==> config.mk <==
export PLATFORM = sky130hd
export DESIGN_NAME = display_mode_command_decoder
export DESIGN_NICKNAME = d
export VERILOG_FILES = /design/src/rtl/display_mode_command_decoder.v /design/src/rtl/pin_sync.v /design/src/rtl/scan_timing.v
export VERILOG_INCLUDE_DIRS = /design/src /design/src/rtl
export SDC_FILE = /design/constraint.sdc
export NUM_CORES = 1
export LEC_CHECK = 0
export BUFFER_PORTS_ARGS = -buffer_cell sky130_fd_sc_hd__buf_2
export CAP_MARGIN = 0
export CORE_UTILIZATION = 57
export CTS_CLUSTER_DIAMETER = 40
export DETAILED_ROUTE_END_ITERATION = 12
export GPL_ROUTABILITY_DRIVEN = 0
export HOLD_SLACK_MARGIN = 0.1
export PLACE_DENSITY_LB_ADDON = 0.3
export SYNTH_ARGS = -nofsm -noshare
export SYNTH_HDL_FRONTEND = slang
export SYNTH_SLANG_ARGS = --single-unit
==> constraint.sdc <==
create_clock -name sys_clk_in -period 2.5 [get_ports sys_clk_in]
set_input_delay 0.25 -clock sys_clk_in [delete_from_list [all_inputs] [get_ports sys_clk_in]]
set_output_delay 0.25 -clock sys_clk_in [all_outputs]
set_load 0.1 [all_outputs]
==> src/rtl/display_cmd_map.vh <==
// constants for the display mode command decoder
`ifndef DISPLAY_CMD_MAP_VH
`define DISPLAY_CMD_MAP_VH
// command opcodes
`define OP_INV_OFF 8'h20
`define OP_INV_ON 8'h21
`define OP_ALL_BLACK 8'h22
`define OP_ALL_WHITE 8'h23
`define OP_CURVE_SEL 8'h26
`define OP_BLANK 8'h28
`define OP_SHOW 8'h29
`define OP_SYNC_OFF 8'h34
`define OP_SYNC_ON 8'h35
`define OP_SCAN_ORDER 8'h36
`define OP_RC_EXIT 8'h38
`define OP_RC_ENTER 8'h39
// curve_code one-hot values and the stored curve index
`define CURVE_CODE_1 8'h01
`define CURVE_CODE_2 8'h02
`define CURVE_CODE_3 8'h04
`define CURVE_CODE_4 8'h08
`define CURVE_IDX_1 2'h0
`define CURVE_IDX_2 2'h1
`define CURVE_IDX_3 2'h2
`define CURVE_IDX_4 2'h3
// scan_order_control field positions
`define SCAN_ROW_BIT 7
`define SCAN_COL_BIT 6
`define SCAN_SWAP_BIT 5
`define SCAN_VREF_BIT 4
`define SCAN_FILTER_BIT 3
`define SCAN_HREF_BIT 2
`define SCAN_SRC_BIT 1
`define SCAN_GATE_BIT 0
// sync_output_mode field position
`define LINE_KIND_BIT 0
// reset values
`define RST_SCAN_ORDER 8'h00
`define RST_SYNC_MODE 8'h00
`define RST_CURVE 2'h0
`define RST_BLANK 1'b1
// serial link: last bit index of a byte
`define LAST_BIT 3'h7
// dot rate divider: one enable every DOT_DIV+1 clocks
`define DOT_DIV 2'h3
// panel scan timing in dots and lines
`define H_ACTIVE 11'h320
`define H_LAST 11'h35F
`define V_ACTIVE 12'h500
`define V_LAST 12'h50F
// frame memory extents for the address stepper
`define COL_END 11'h31F
`define PAGE_END 12'h4FF
`endif

==> src/rtl/display_mode_command_decoder.v <==
// display mode command decoder: link receiver, mode flags, pixel path
`timescale 1ns/100ps
`default_nettype none
`include "display_cmd_map.vh"
module display_mode_command_decoder (
  input wire sys_clk_in,
  input wire srst_in,
  input wire link_clk_in,
  input wire link_sel_n_in,
  input wire link_dc_in,
  input wire link_data_in,
  input wire sleep_in,
  input wire normal_mode_cmd_in,
  input wire partial_mode_cmd_in,
  input wire [23:0] pixel_in,
  input wire pixel_valid_in,
  input wire mem_start_in,
  input wire mem_step_in,
  output reg [23:0] pixel_out,
  output reg pixel_valid_out,
  output reg frame_sync_out,
  output reg [1:0] gamma_curve_out,
  output wire row_order_out,
  output wire col_order_out,
  output wire row_col_swap_out,
  output wire vert_refresh_out,
  output wire filter_order_out,
  output wire horiz_refresh_out,
  output wire source_scan_flip_out,
  output wire gate_scan_flip_out,
  output reg [10:0] mem_col_out,
  output reg [11:0] mem_page_out,
  output reg [6:0] mode_status_out
);
  // synchronised link levels
  wire link_clk_lvl;
  wire link_sel_n_lvl;
  wire link_dc_lvl;
  wire link_data_lvl;
  reg link_clk_prev;
  wire link_rise;
  // byte assembly
  reg [6:0] shift;
  reg [2:0] bit_cnt;
  reg byte_done;
  reg byte_is_param;
  reg [7:0] byte_val;
  // command state
  reg param_pending;
  reg [7:0] pending_op;
  // mode flags and parameter registers
  reg invert_on;
  reg force_black;
  reg force_white;
  reg blank_on;
  reg sync_on;
  reg reduced_color;
  reg [7:0] scan_order_control;
  reg [7:0] sync_output_mode;
  // timing
  reg [1:0] dot_div;
  reg dot_en;
  wire hblank;
  wire vblank;
  reg [23:0] next_pixel;

  pin_sync #(.RESET_LEVEL(1'b0)) sync_clk (
    .sys_clk_in(sys_clk_in),
    .srst_in(srst_in),
    .pin_in(link_clk_in),
    .level_out(link_clk_lvl)
  );
  pin_sync #(.RESET_LEVEL(1'b1)) sync_sel (
    .sys_clk_in(sys_clk_in),
    .srst_in(srst_in),
    .pin_in(link_sel_n_in),
    .level_out(link_sel_n_lvl)
  );
  pin_sync #(.RESET_LEVEL(1'b0)) sync_dc (
    .sys_clk_in(sys_clk_in),
    .srst_in(srst_in),
    .pin_in(link_dc_in),
    .level_out(link_dc_lvl)
  );
  pin_sync #(.RESET_LEVEL(1'b0)) sync_data (
    .sys_clk_in(sys_clk_in),
    .srst_in(srst_in),
    .pin_in(link_data_in),
    .level_out(link_data_lvl)
  );

  // clock and data pass matching synchronisers, so the data level seen at
  // a filtered clock edge is the bit that stood before the pin edge
  // rising link clock edge, found on the filtered level
  assign link_rise = link_clk_lvl & ~link_clk_prev;

  // shift bits msb first; a deselect throws away any partial byte
  always @(posedge sys_clk_in) begin
    if (srst_in) begin
      link_clk_prev <= 1'b0;
      shift <= 7'h00;
      bit_cnt <= 3'h0;
      byte_done <= 1'b0;
      byte_is_param <= 1'b0;
      byte_val <= 8'h00;
    end else begin
      link_clk_prev <= link_clk_lvl;
      byte_done <= 1'b0;
      if (link_sel_n_lvl) begin
        bit_cnt <= 3'h0;
      end else if (link_rise) begin
        shift <= {shift[5:0], link_data_lvl};
        bit_cnt <= bit_cnt + 3'h1;
        if (bit_cnt == `LAST_BIT) begin
          byte_done <= 1'b1;
          byte_val <= {shift, link_data_lvl};
          byte_is_param <= link_dc_lvl;
        end
      end
    end
  end

  // opcode and parameter handling; a command byte always starts afresh,
  // so a parameter that never came simply leaves the old value in force
  always @(posedge sys_clk_in) begin
    if (srst_in) begin
      param_pending <= 1'b0;
      pending_op <= 8'h00;
      invert_on <= 1'b0;
      force_black <= 1'b0;
      force_white <= 1'b0;
      // the panel starts blanked so nothing shows before the host is ready
      blank_on <= `RST_BLANK;
      sync_on <= 1'b0;
      reduced_color <= 1'b0;
      gamma_curve_out <= `RST_CURVE;
      scan_order_control <= `RST_SCAN_ORDER;
      sync_output_mode <= `RST_SYNC_MODE;
    end else begin
      // normal and partial mode come from elsewhere in the chip
      if (normal_mode_cmd_in || partial_mode_cmd_in) begin
        force_black <= 1'b0;
        force_white <= 1'b0;
      end
      // a command byte wins over a normal or partial pulse in the same cycle
      if (byte_done && !byte_is_param) begin
        param_pending <= 1'b0;
        pending_op <= byte_val;
        case (byte_val)
          `OP_INV_OFF: invert_on <= 1'b0;
          // setting an already set flag is naturally a no-op
          `OP_INV_ON: invert_on <= 1'b1;
          `OP_ALL_BLACK: begin
            force_black <= 1'b1;
            force_white <= 1'b0;
          end
          `OP_ALL_WHITE: begin
            force_white <= 1'b1;
            force_black <= 1'b0;
          end
          `OP_BLANK: blank_on <= 1'b1;
          `OP_SHOW: blank_on <= 1'b0;
          `OP_SYNC_OFF: sync_on <= 1'b0;
          `OP_RC_EXIT: reduced_color <= 1'b0;
          `OP_RC_ENTER: reduced_color <= 1'b1;
          `OP_CURVE_SEL: param_pending <= 1'b1;
          `OP_SYNC_ON: param_pending <= 1'b1;
          `OP_SCAN_ORDER: param_pending <= 1'b1;
          default: param_pending <= 1'b0;
        endcase
      end else if (byte_done && param_pending) begin
        // one parameter byte completes the command; a stray one with
        // nothing pending never gets here and is dropped
        param_pending <= 1'b0;
        case (pending_op)
          `OP_CURVE_SEL: begin
            case (byte_val)
              `CURVE_CODE_1: gamma_curve_out <= `CURVE_IDX_1;
              `CURVE_CODE_2: gamma_curve_out <= `CURVE_IDX_2;
              `CURVE_CODE_3: gamma_curve_out <= `CURVE_IDX_3;
              `CURVE_CODE_4: gamma_curve_out <= `CURVE_IDX_4;
              default: gamma_curve_out <= gamma_curve_out;
            endcase
          end
          `OP_SYNC_ON: begin
            // already on: the whole command is dropped, mode bit included
            if (!sync_on) begin
              sync_on <= 1'b1;
              sync_output_mode <= byte_val;
            end
          end
          `OP_SCAN_ORDER: scan_order_control <= byte_val;
          default: param_pending <= 1'b0;
        endcase
      end
    end
  end

  // scan order fields go straight out of the register
  // of the memory direction bits only the swap bit also steers the address stepper below
  assign row_order_out = scan_order_control[`SCAN_ROW_BIT];
  assign col_order_out = scan_order_control[`SCAN_COL_BIT];
  assign row_col_swap_out = scan_order_control[`SCAN_SWAP_BIT];
  assign vert_refresh_out = scan_order_control[`SCAN_VREF_BIT];
  assign filter_order_out = scan_order_control[`SCAN_FILTER_BIT];
  assign horiz_refresh_out = scan_order_control[`SCAN_HREF_BIT];
  assign source_scan_flip_out = scan_order_control[`SCAN_SRC_BIT];
  assign gate_scan_flip_out = scan_order_control[`SCAN_GATE_BIT];

  // dot rate enable for the scan counters; one clock domain only, so the
  // slower rate is a one-cycle pulse rather than a derived clock
  always @(posedge sys_clk_in) begin
    if (srst_in) begin
      dot_div <= 2'h0;
      dot_en <= 1'b0;
    end else begin
      dot_en <= (dot_div == `DOT_DIV);
      dot_div <= (dot_div == `DOT_DIV) ? 2'h0 : dot_div + 2'h1;
    end
  end

  scan_timing timing (
    .sys_clk_in(sys_clk_in),
    .srst_in(srst_in),
    .dot_en_in(dot_en),
    .hblank_out(hblank),
    .vblank_out(vblank)
  );

  // sync output: off, sleeping, vertical only or vertical plus horizontal
  // registered so a mode change never glitches the pin
  always @(posedge sys_clk_in) begin
    if (srst_in) begin
      frame_sync_out <= 1'b0;
    end else if (!sync_on || sleep_in) begin
      frame_sync_out <= 1'b0;
    end else if (sync_output_mode[`LINE_KIND_BIT]) begin
      frame_sync_out <= vblank | hblank;
    end else begin
      frame_sync_out <= vblank;
    end
  end

  // pixel path: colour depth, inversion, component order, then overrides
  // flags are read live, so a command applies from the next valid pixel
  always @* begin
    next_pixel = pixel_in;
    if (reduced_color) begin
      next_pixel = {{8{pixel_in[23]}}, {8{pixel_in[15]}},
                    {8{pixel_in[7]}}};
    end
    if (invert_on)
      next_pixel = ~next_pixel;
    if (scan_order_control[`SCAN_FILTER_BIT])
      next_pixel = {next_pixel[7:0], next_pixel[15:8],
                    next_pixel[23:16]};
    // forced colours apply only while awake and ignore blanking
    if (!sleep_in && force_white)
      next_pixel = 24'hFFFFFF;
    else if (!sleep_in && force_black)
      next_pixel = 24'h000000;
    else if (blank_on || sleep_in)
      next_pixel = 24'h000000;
  end

  // output stage registers the pixel so the panel sees clean edges
  always @(posedge sys_clk_in) begin
    if (srst_in) begin
      pixel_out <= 24'h000000;
      pixel_valid_out <= 1'b0;
    end else begin
      pixel_valid_out <= pixel_valid_in;
      if (pixel_valid_in)
        pixel_out <= next_pixel;
    end
  end

  // host memory address stepper; order set by the swap bit
  // start wins over step, so a new burst never inherits a half row
  always @(posedge sys_clk_in) begin
    if (srst_in || mem_start_in) begin
      mem_col_out <= 11'h000;
      mem_page_out <= 12'h000;
    end else if (mem_step_in) begin
      if (!scan_order_control[`SCAN_SWAP_BIT]) begin
        if (mem_col_out == `COL_END) begin
          mem_col_out <= 11'h000;
          mem_page_out <= (mem_page_out == `PAGE_END) ? 12'h000 :
                          mem_page_out + 12'h001;
        end else begin
          mem_col_out <= mem_col_out + 11'h001;
        end
      end else begin
        if (mem_page_out == `PAGE_END) begin
          mem_page_out <= 12'h000;
          mem_col_out <= (mem_col_out == `COL_END) ? 11'h000 :
                         mem_col_out + 11'h001;
        end else begin
          mem_page_out <= mem_page_out + 12'h001;
        end
      end
    end
  end

  // mode flags mirrored out for status reads elsewhere
  // one cycle behind the flags, like pixel_out and frame_sync_out
  always @(posedge sys_clk_in) begin
    if (srst_in)
      mode_status_out <= 7'h00;
    else
      mode_status_out <= {sync_output_mode[`LINE_KIND_BIT], reduced_color,
                          sync_on, blank_on, force_white, force_black,
                          invert_on};
  end
endmodule // display_mode_command_decoder
`default_nettype wire

==> src/rtl/pin_sync.v <==
// three-stage synchroniser with agreement filter for one pin
`timescale 1ns/100ps
`default_nettype none
module pin_sync #(
  parameter RESET_LEVEL = 1'b0
) (
  input wire sys_clk_in,
  input wire srst_in,
  input wire pin_in,
  output reg level_out
);
  reg stage1;
  reg stage2;
  reg stage3;

  // stage1 feeds stage2 only; the level moves once stages 2 and 3 agree
  always @(posedge sys_clk_in) begin
    if (srst_in) begin
      stage1 <= RESET_LEVEL;
      stage2 <= RESET_LEVEL;
      stage3 <= RESET_LEVEL;
      level_out <= RESET_LEVEL;
    end else begin
      stage1 <= pin_in;
      stage2 <= stage1;
      stage3 <= stage2;
      if (stage2 == stage3)
        level_out <= stage3;
    end
  end
endmodule // pin_sync
`default_nettype wire

==> src/rtl/scan_timing.v <==
// dot and line counters giving horizontal and vertical blanking
`timescale 1ns/100ps
`default_nettype none
`include "display_cmd_map.vh"
module scan_timing (
  input wire sys_clk_in,
  input wire srst_in,
  input wire dot_en_in,
  output reg hblank_out,
  output reg vblank_out
);
  reg [10:0] dot;
  reg [11:0] line;

  // counters advance on the dot enable only; the refresh order bits do
  // not reach this module, so blanking timing never depends on them
  always @(posedge sys_clk_in) begin
    if (srst_in) begin
      dot <= 11'h000;
      line <= 12'h000;
      hblank_out <= 1'b0;
      vblank_out <= 1'b0;
    end else if (dot_en_in) begin
      if (dot == `H_LAST) begin
        dot <= 11'h000;
        line <= (line == `V_LAST) ? 12'h000 : line + 12'h001;
      end else begin
        dot <= dot + 11'h001;
      end
      hblank_out <= (dot >= `H_ACTIVE);
      vblank_out <= (line >= `V_ACTIVE);
    end
  end
endmodule // scan_timing
`default_nettype wire

==> results.yml, run 1 <==
sta:
  period_share_pct: 86.5
  rsz0062_at_grt: "false"
  min_period_ns: 2.16
  finalSetupViolCount: 0
  tightest_slew_ns: 0.684
  fmax_mhz: 463
  max-slew-margin-rel_pct: 54.3
  drv_slew: 0
  hold_viol: 0
  setup_tns_ns: 0
  clock_skew_ns: 0.00459
pwr:
  p_clk_share_pct: 48.2
  peakVddDrop_uv: 632
  leakagePower_nw: 3.02
  power_frac_seq_pct: 44.7
  switching_share_pct: 23.2
  p_sw_mw: 1.24
  p_total_mw: 5.36
  p_comb_share_pct: 7.1
  intPower_mw: 4.12
  cellPowerDensity_nw_per_um2: 673
synthesis:
  synth.ff_latch_count: 147
  syn_nets: 808
  avgSynthCellArea_um2: 8.76
  synth_edf_count: 0
  synth_area_leaders: "dfxtp_1 44%, mux2i_1 9.7%, a21oi_1 4.5%"
  synth-seq-area-share_pct: 44.0
  synth_top_cell_by_area: "dfxtp_1"
  netlist_area_um2: 6680
  yosysWarnings: 0
  syn_inst: 763
  synth_top_flop_cell: "dfxtp_1"
  synth_cell_types: 58
  synth_async_sr_flop_share_pct: 0
  yosysTopAreaCellShare_pct: 44.0
final_layout:
  n_antenna_cell: 0
  area_growth_pct: 19.3
  layout-drive-gt1-share_pct: 18.9
  layout_common_cells: "139 x dfxtp_1, 101 x buf_2, 78 x nor2_1"
  final_net_count: 904
  layout_commonest_cell: "dfxtp_1"
global_route:
  overflow: 0
  antenna_found_initial: 0
  use_met3_pct: 6.53
  use_met1_pct: 30.5
  grt.total_usage_pct: 25.8
  grt_busiest_layer: "met2"
  grt_pass1_wl_um: 24600
  grt_pass1_vias: 5524
  grt_max_degree: 53
  use_met2_pct: 43.5
floorplan:
  core_area_um2: 11400
  start_util_pct: 58.5
  die_w_um: 110
  die_h_um: 110
  io_pins: 102
  rows: 39
  design.die.area_um2: 12200
critical_path:
  arrival_ns: 2.51
  required_ns: 2.85
  cp_max_fo: 16
  cpPeakStageDelay_ns: 0.58
  critPathTopFamily: "simple AND/OR/NAND/NOR gates"
  rr_worst_depth: 4
  path_buf_inv: 0
  startpoint_type: "flop"
  endpoint_kind: "flop"
  path_cells: "or4_1 -> o31a_1 -> or4_1 -> a21oi_1"
  path_depth: 4
  slowest_stage: "or4_1"
  path_common_cell: "or4_1"
  path_class: "flop to flop"
routing:
  first_pass_iters: 6
  routed_wl_um: 15300
  postRouteAntennaNets: 0
  wl_per_cell_um: 15.1
  viasPerCell: 5.84
  drt_iter0_drc: 508
  drc: 0
  vias: 5911
clocking:
  cts_tree: "done"
  clock-sinks: 147
  cts-buffers-inserted: 17
  cts_max_level: 4
  clk_latency_ns: 0.42
  clockRootBuffer: "clkbuf_16"
  post_cts_resized: 0
  clk_pin_slew_ns: 0.06
  clockBufferDepth: 2
min_path:
  hold_class: "input pin to flop"
  hold_depth: 4
job:
  cap_viol_max_count: 0
place:
  io_buffers: 101
  hpwlAfterDp_um: 10400
outcome:
  status: "finished clean"
## power groups by stage
| stage | registers (mW) | clock network (mW) | logic, mW |
|---|---|---|---|
| floorplan | 2.60 | 0 | 0.138 |
| global placement | 2.45 | 0 | 0.366 |
| detailed placement | 2.45 | 0 | 0.373 |
| CTS | 2.40 | 2.62 | 0.382 |
| global route | 2.40 | 2.73 | 0.408 |
| finish | 2.40 | 2.59 | 0.382 |
## synth_stat cells, types with 13 or more instances
cell type	count
xnor2_1	31
nor2b_1	20
a211oi_1	16
mux2i_1	65
inv_1	18
or4_1	13
nand4_1	20
clkbuf_1	39
nand2_1	73
a21oi_1	60
nand3_1	19
nor3_1	26
dfxtp_1	147
nor2_1	78
o21ai_0	19
## path summary, 6_finish.rpt
path,startpoint,end,slack [ns]
setup / recovery,mem_col_out[5],mem_page_out[6],0.34
hold / removal,normal_mode_cmd_in,force_black,0.13
setup reg to reg,mem_col_out[5],mem_page_out[6],0.34
hold reg to reg,sync_sel.stage1,sync_sel.stage2,0.40
## layer usage
metal	wire, um	part of all wire, %
met1	6590	43
met2	7470	49
met3	956	6.2
met4	297	1.9
met5	0	0
## tightest hold or removal path: stages
cell and delay (ns):
buf_2 0.09, nor2_1 0.04, nand3_1 0.07, a21oi_1 0.06
## registers in the layout (all words and copies together), names as in the netlist, 8 cells and up
register and count:
mem_page_out 12, timing.dot 11, scan_order_control 8, byte_val 8, mem_col_out 11, pending_op 8
timing.line 12, pixel_out 24
## what timing repair did
action                    4_1_cts  5_1_grt
setup buffers                   0        0
hold endpoints to repair        5        0
hold buffers                    5        0
## final cells by class
cell class | count | area [um^2]
Multi-Input combinational cell | 550 | 3490
Fill cell | 890 | 3440
Sequential cell | 147 | 2950
Timing Repair Buffer | 124 | 691
Clock buffer | 18 | 429
Tap cell | 143 | 179
Clock inverter | 12 | 165
Inverter | 19 | 71.3
## stage by stage
step | setup slack [ns] | area (um^2) | hold WS (ns) | cells | util, %
4_1_cts | 0.359 | 7980 | 0.115 | 1013 | 69.8
3_5_place_dp | 0.366 | 7330 | 0.397 | 978 | 64.2
5_1_grt | 0.166 | 7980 | 0.147 | 1013 | 69.8
2_1_floorplan | 0.0144 | 6690 | 0.326 | 763 | -
3_3_place_gp | 0.404 | 7330 | 0.392 | 978 | 64.2
6_report | 0.338 | 7980 | 0.135 | 1013 | 69.8
## cells by family after synthesis
kind of cell | synth area share, %
buffers and inverters | 3.78
multiplexers | 9.74
XOR/XNOR | 5.11
AO/OA/AOI/OAI | 12.1
flip-flops | 44.0
adder cells (fa/ha/maj) | 1.69
AND/OR/NAND/NOR | 23.6
Note: power is estimated with default switching activity, not from simulation.
==> run 2, diff against run 1 <==
Settings changed: RECOVER_POWER set to 50.
==> results.yml, run 2 (synthesized netlist as in run 1, its figures left out) <==
sta:
  finalSetupViolCount: 0
  drv_slew: 0
  hold_viol: 0
  max-slew-margin-rel_pct: 17.1
  tightest_slew_ns: 1.25
  setup_tns_ns: 0
  setup_slack_ns: 0.337
  clock_skew_ns: 0.00474
  fmax_mhz: 462
  min_period_ns: 2.16
  rsz0062_at_grt: "false"
  period_share_pct: 86.5
routing:
  viasPerCell: 5.84
  drt_iter0_drc: 515
  vias: 5915
  routed_wl_um: 15300
  postRouteAntennaNets: 0
  wl_per_cell_um: 15.1
  first_pass_iters: 5
  drc: 0
global_route:
  grt_max_degree: 53
  grt.total_usage_pct: 25.8
  grt_pass1_wl_um: 24600
  overflow: 0
  antenna_found_initial: 0
  grt_pass1_vias: 5524
final_layout:
  stdcell_count: 1013
  top_regs: "pixel_out: 24 flops, mem_page_out: 12 flops, timing.line: 12 flops"
  layout-drive-gt1-share_pct: 12.9
  layout_common_cells: "139 x dfxtp_1, 78 x nor2_1, 73 x nand2_1"
  n_antenna_cell: 0
  regMostFlops: "pixel_out"
  final_net_count: 904
  layout_commonest_cell: "dfxtp_1"
  area_growth_pct: 18.3
  largest_reg_flops: 24
critical_path:
  cpPeakStageDelay_ns: 0.58
  path_common_cell: "or4_1"
  endpoint_kind: "flop"
  timing.rr.start: "mem_col_out[5]"
  path_buf_inv: 0
  arrival_ns: 2.51
  path_cells: "or4_1 -> o31a_1 -> or4_1 -> a21oi_1"
  cp_max_fo: 16
  reg2reg_slack_ns: 0.34
  rr_worst_depth: 4
  slowest_stage: "or4_1"
  critPathTopFamily: "simple AND/OR/NAND/NOR gates"
  timing.rr.end: "mem_page_out[6]"
  required_ns: 2.85
  startpoint_type: "flop"
  path_class: "flop to flop"
place:
  dp_slack_ns: 0.366
  hpwlAfterDp_um: 10400
  dp_cells: 978
  io_buffers: 101
clocking:
  clock-sinks: 147
  cts-buffers-inserted: 17
  cts_max_level: 4
  clk_latency_ns: 0.42
  clk_pin_slew_ns: 0.06
  clockBufferDepth: 2
  cts_tree: "done"
  clockRootBuffer: "clkbuf_16"
floorplan:
  die_w_um: 110
  start_util_pct: 58.5
  core_area_um2: 11400
  rows: 39
  die_h_um: 110
  design.die.area_um2: 12200
  io_pins: 102
pwr:
  leakagePower_nw: 2.80
  cellPowerDensity_nw_per_um2: 678
  peakVddDrop_uv: 631
  p_total_mw: 5.36
min_path:
  hold_class: "input pin to flop"
  hold_depth: 4
  min_delay_worst_endpoint: "force_black"
  min_from: "normal_mode_cmd_in"
outcome:
  status: "finished clean"
job:
  cap_viol_max_count: 0
[run 2: cell count changes in the layout (fill, tap and decap cells not counted), sizes merged]
cell | previous run | this run
buf | 119 | 66
clkbuf | 18 | 71
[run 2: power breakdown]
| group | internal [mW] | switching (mW) | total, mW |
|---|---|---|---|
| clock network | 1.64 | 0.941 | 2.58 |
| logic | 0.0933 | 0.282 | 0.375 |
| registers | 2.38 | 0.0186 | 2.40 |
[run 2: how the worst max path moves through the flow]
| stage | from | endpoint | slack [ns] | cells after the start |
|---|---|---|---|---|
| 6_report | mem_col_out[5] | mem_page_out[6] | 0.34 | 4 |
| 5_1_grt | mem_col_out[0] | mem_page_out[6] | 0.17 | 5 |
| 4_1_cts | mem_col_out[5] | mem_page_out[6] | 0.36 | 4 |
| 3_5_place_dp | mem_col_out[5] | mem_page_out[6] | 0.37 | 4 |
| 3_3_place_gp | mem_col_out[5] | mem_page_out[6] | 0.40 | 4 |
| 2_1_floorplan | mem_col_out[3] | mem_page_out[6] | 0.01 | 4 |
[run 2: final cells by class]
type	instances	area [um^2]
inverter	19	71.3
multi-input combinational	550	3490
tap	143	179
sequential	147	2950
timing repair buffer	124	618
clock buffer	18	429
fill	924	3520
clock inverter	12	165
[run 2: what timing repair did]
action	4_1_cts	5_1_grt
endpoints found under the hold margin	5	0
resized for setup	0	0
hold buffers	5	0
setup buffers	0	0
[run 2: worst min-delay path, delay by kind of cell]
family / cells / cell delay (ns)
buffers and inverters: 1 / 0.09
AO/OA/AOI/OAI: 1 / 0.06
AND/OR/NAND/NOR: 2 / 0.11
[run 2: through the flow]
stage,util [%],instance area (um^2),hold slack [ns]
after detailed placement,64.2,7330,0.397
final,69.2,7900,0.134
after CTS,69.8,7980,0.115
after global placement,64.2,7330,0.392
after global routing,69.2,7900,0.147
after floorplan,-,6690,0.326
[run 2: metal layers]
metal	share of wire, %	up-vias	track usage (%)
li1	-	2905	-
met1	43	2780	30.5
met2	48	201	43.5
met3	6.5	29	6.53
met4	2.0	0	12.5
met5	0	-	0
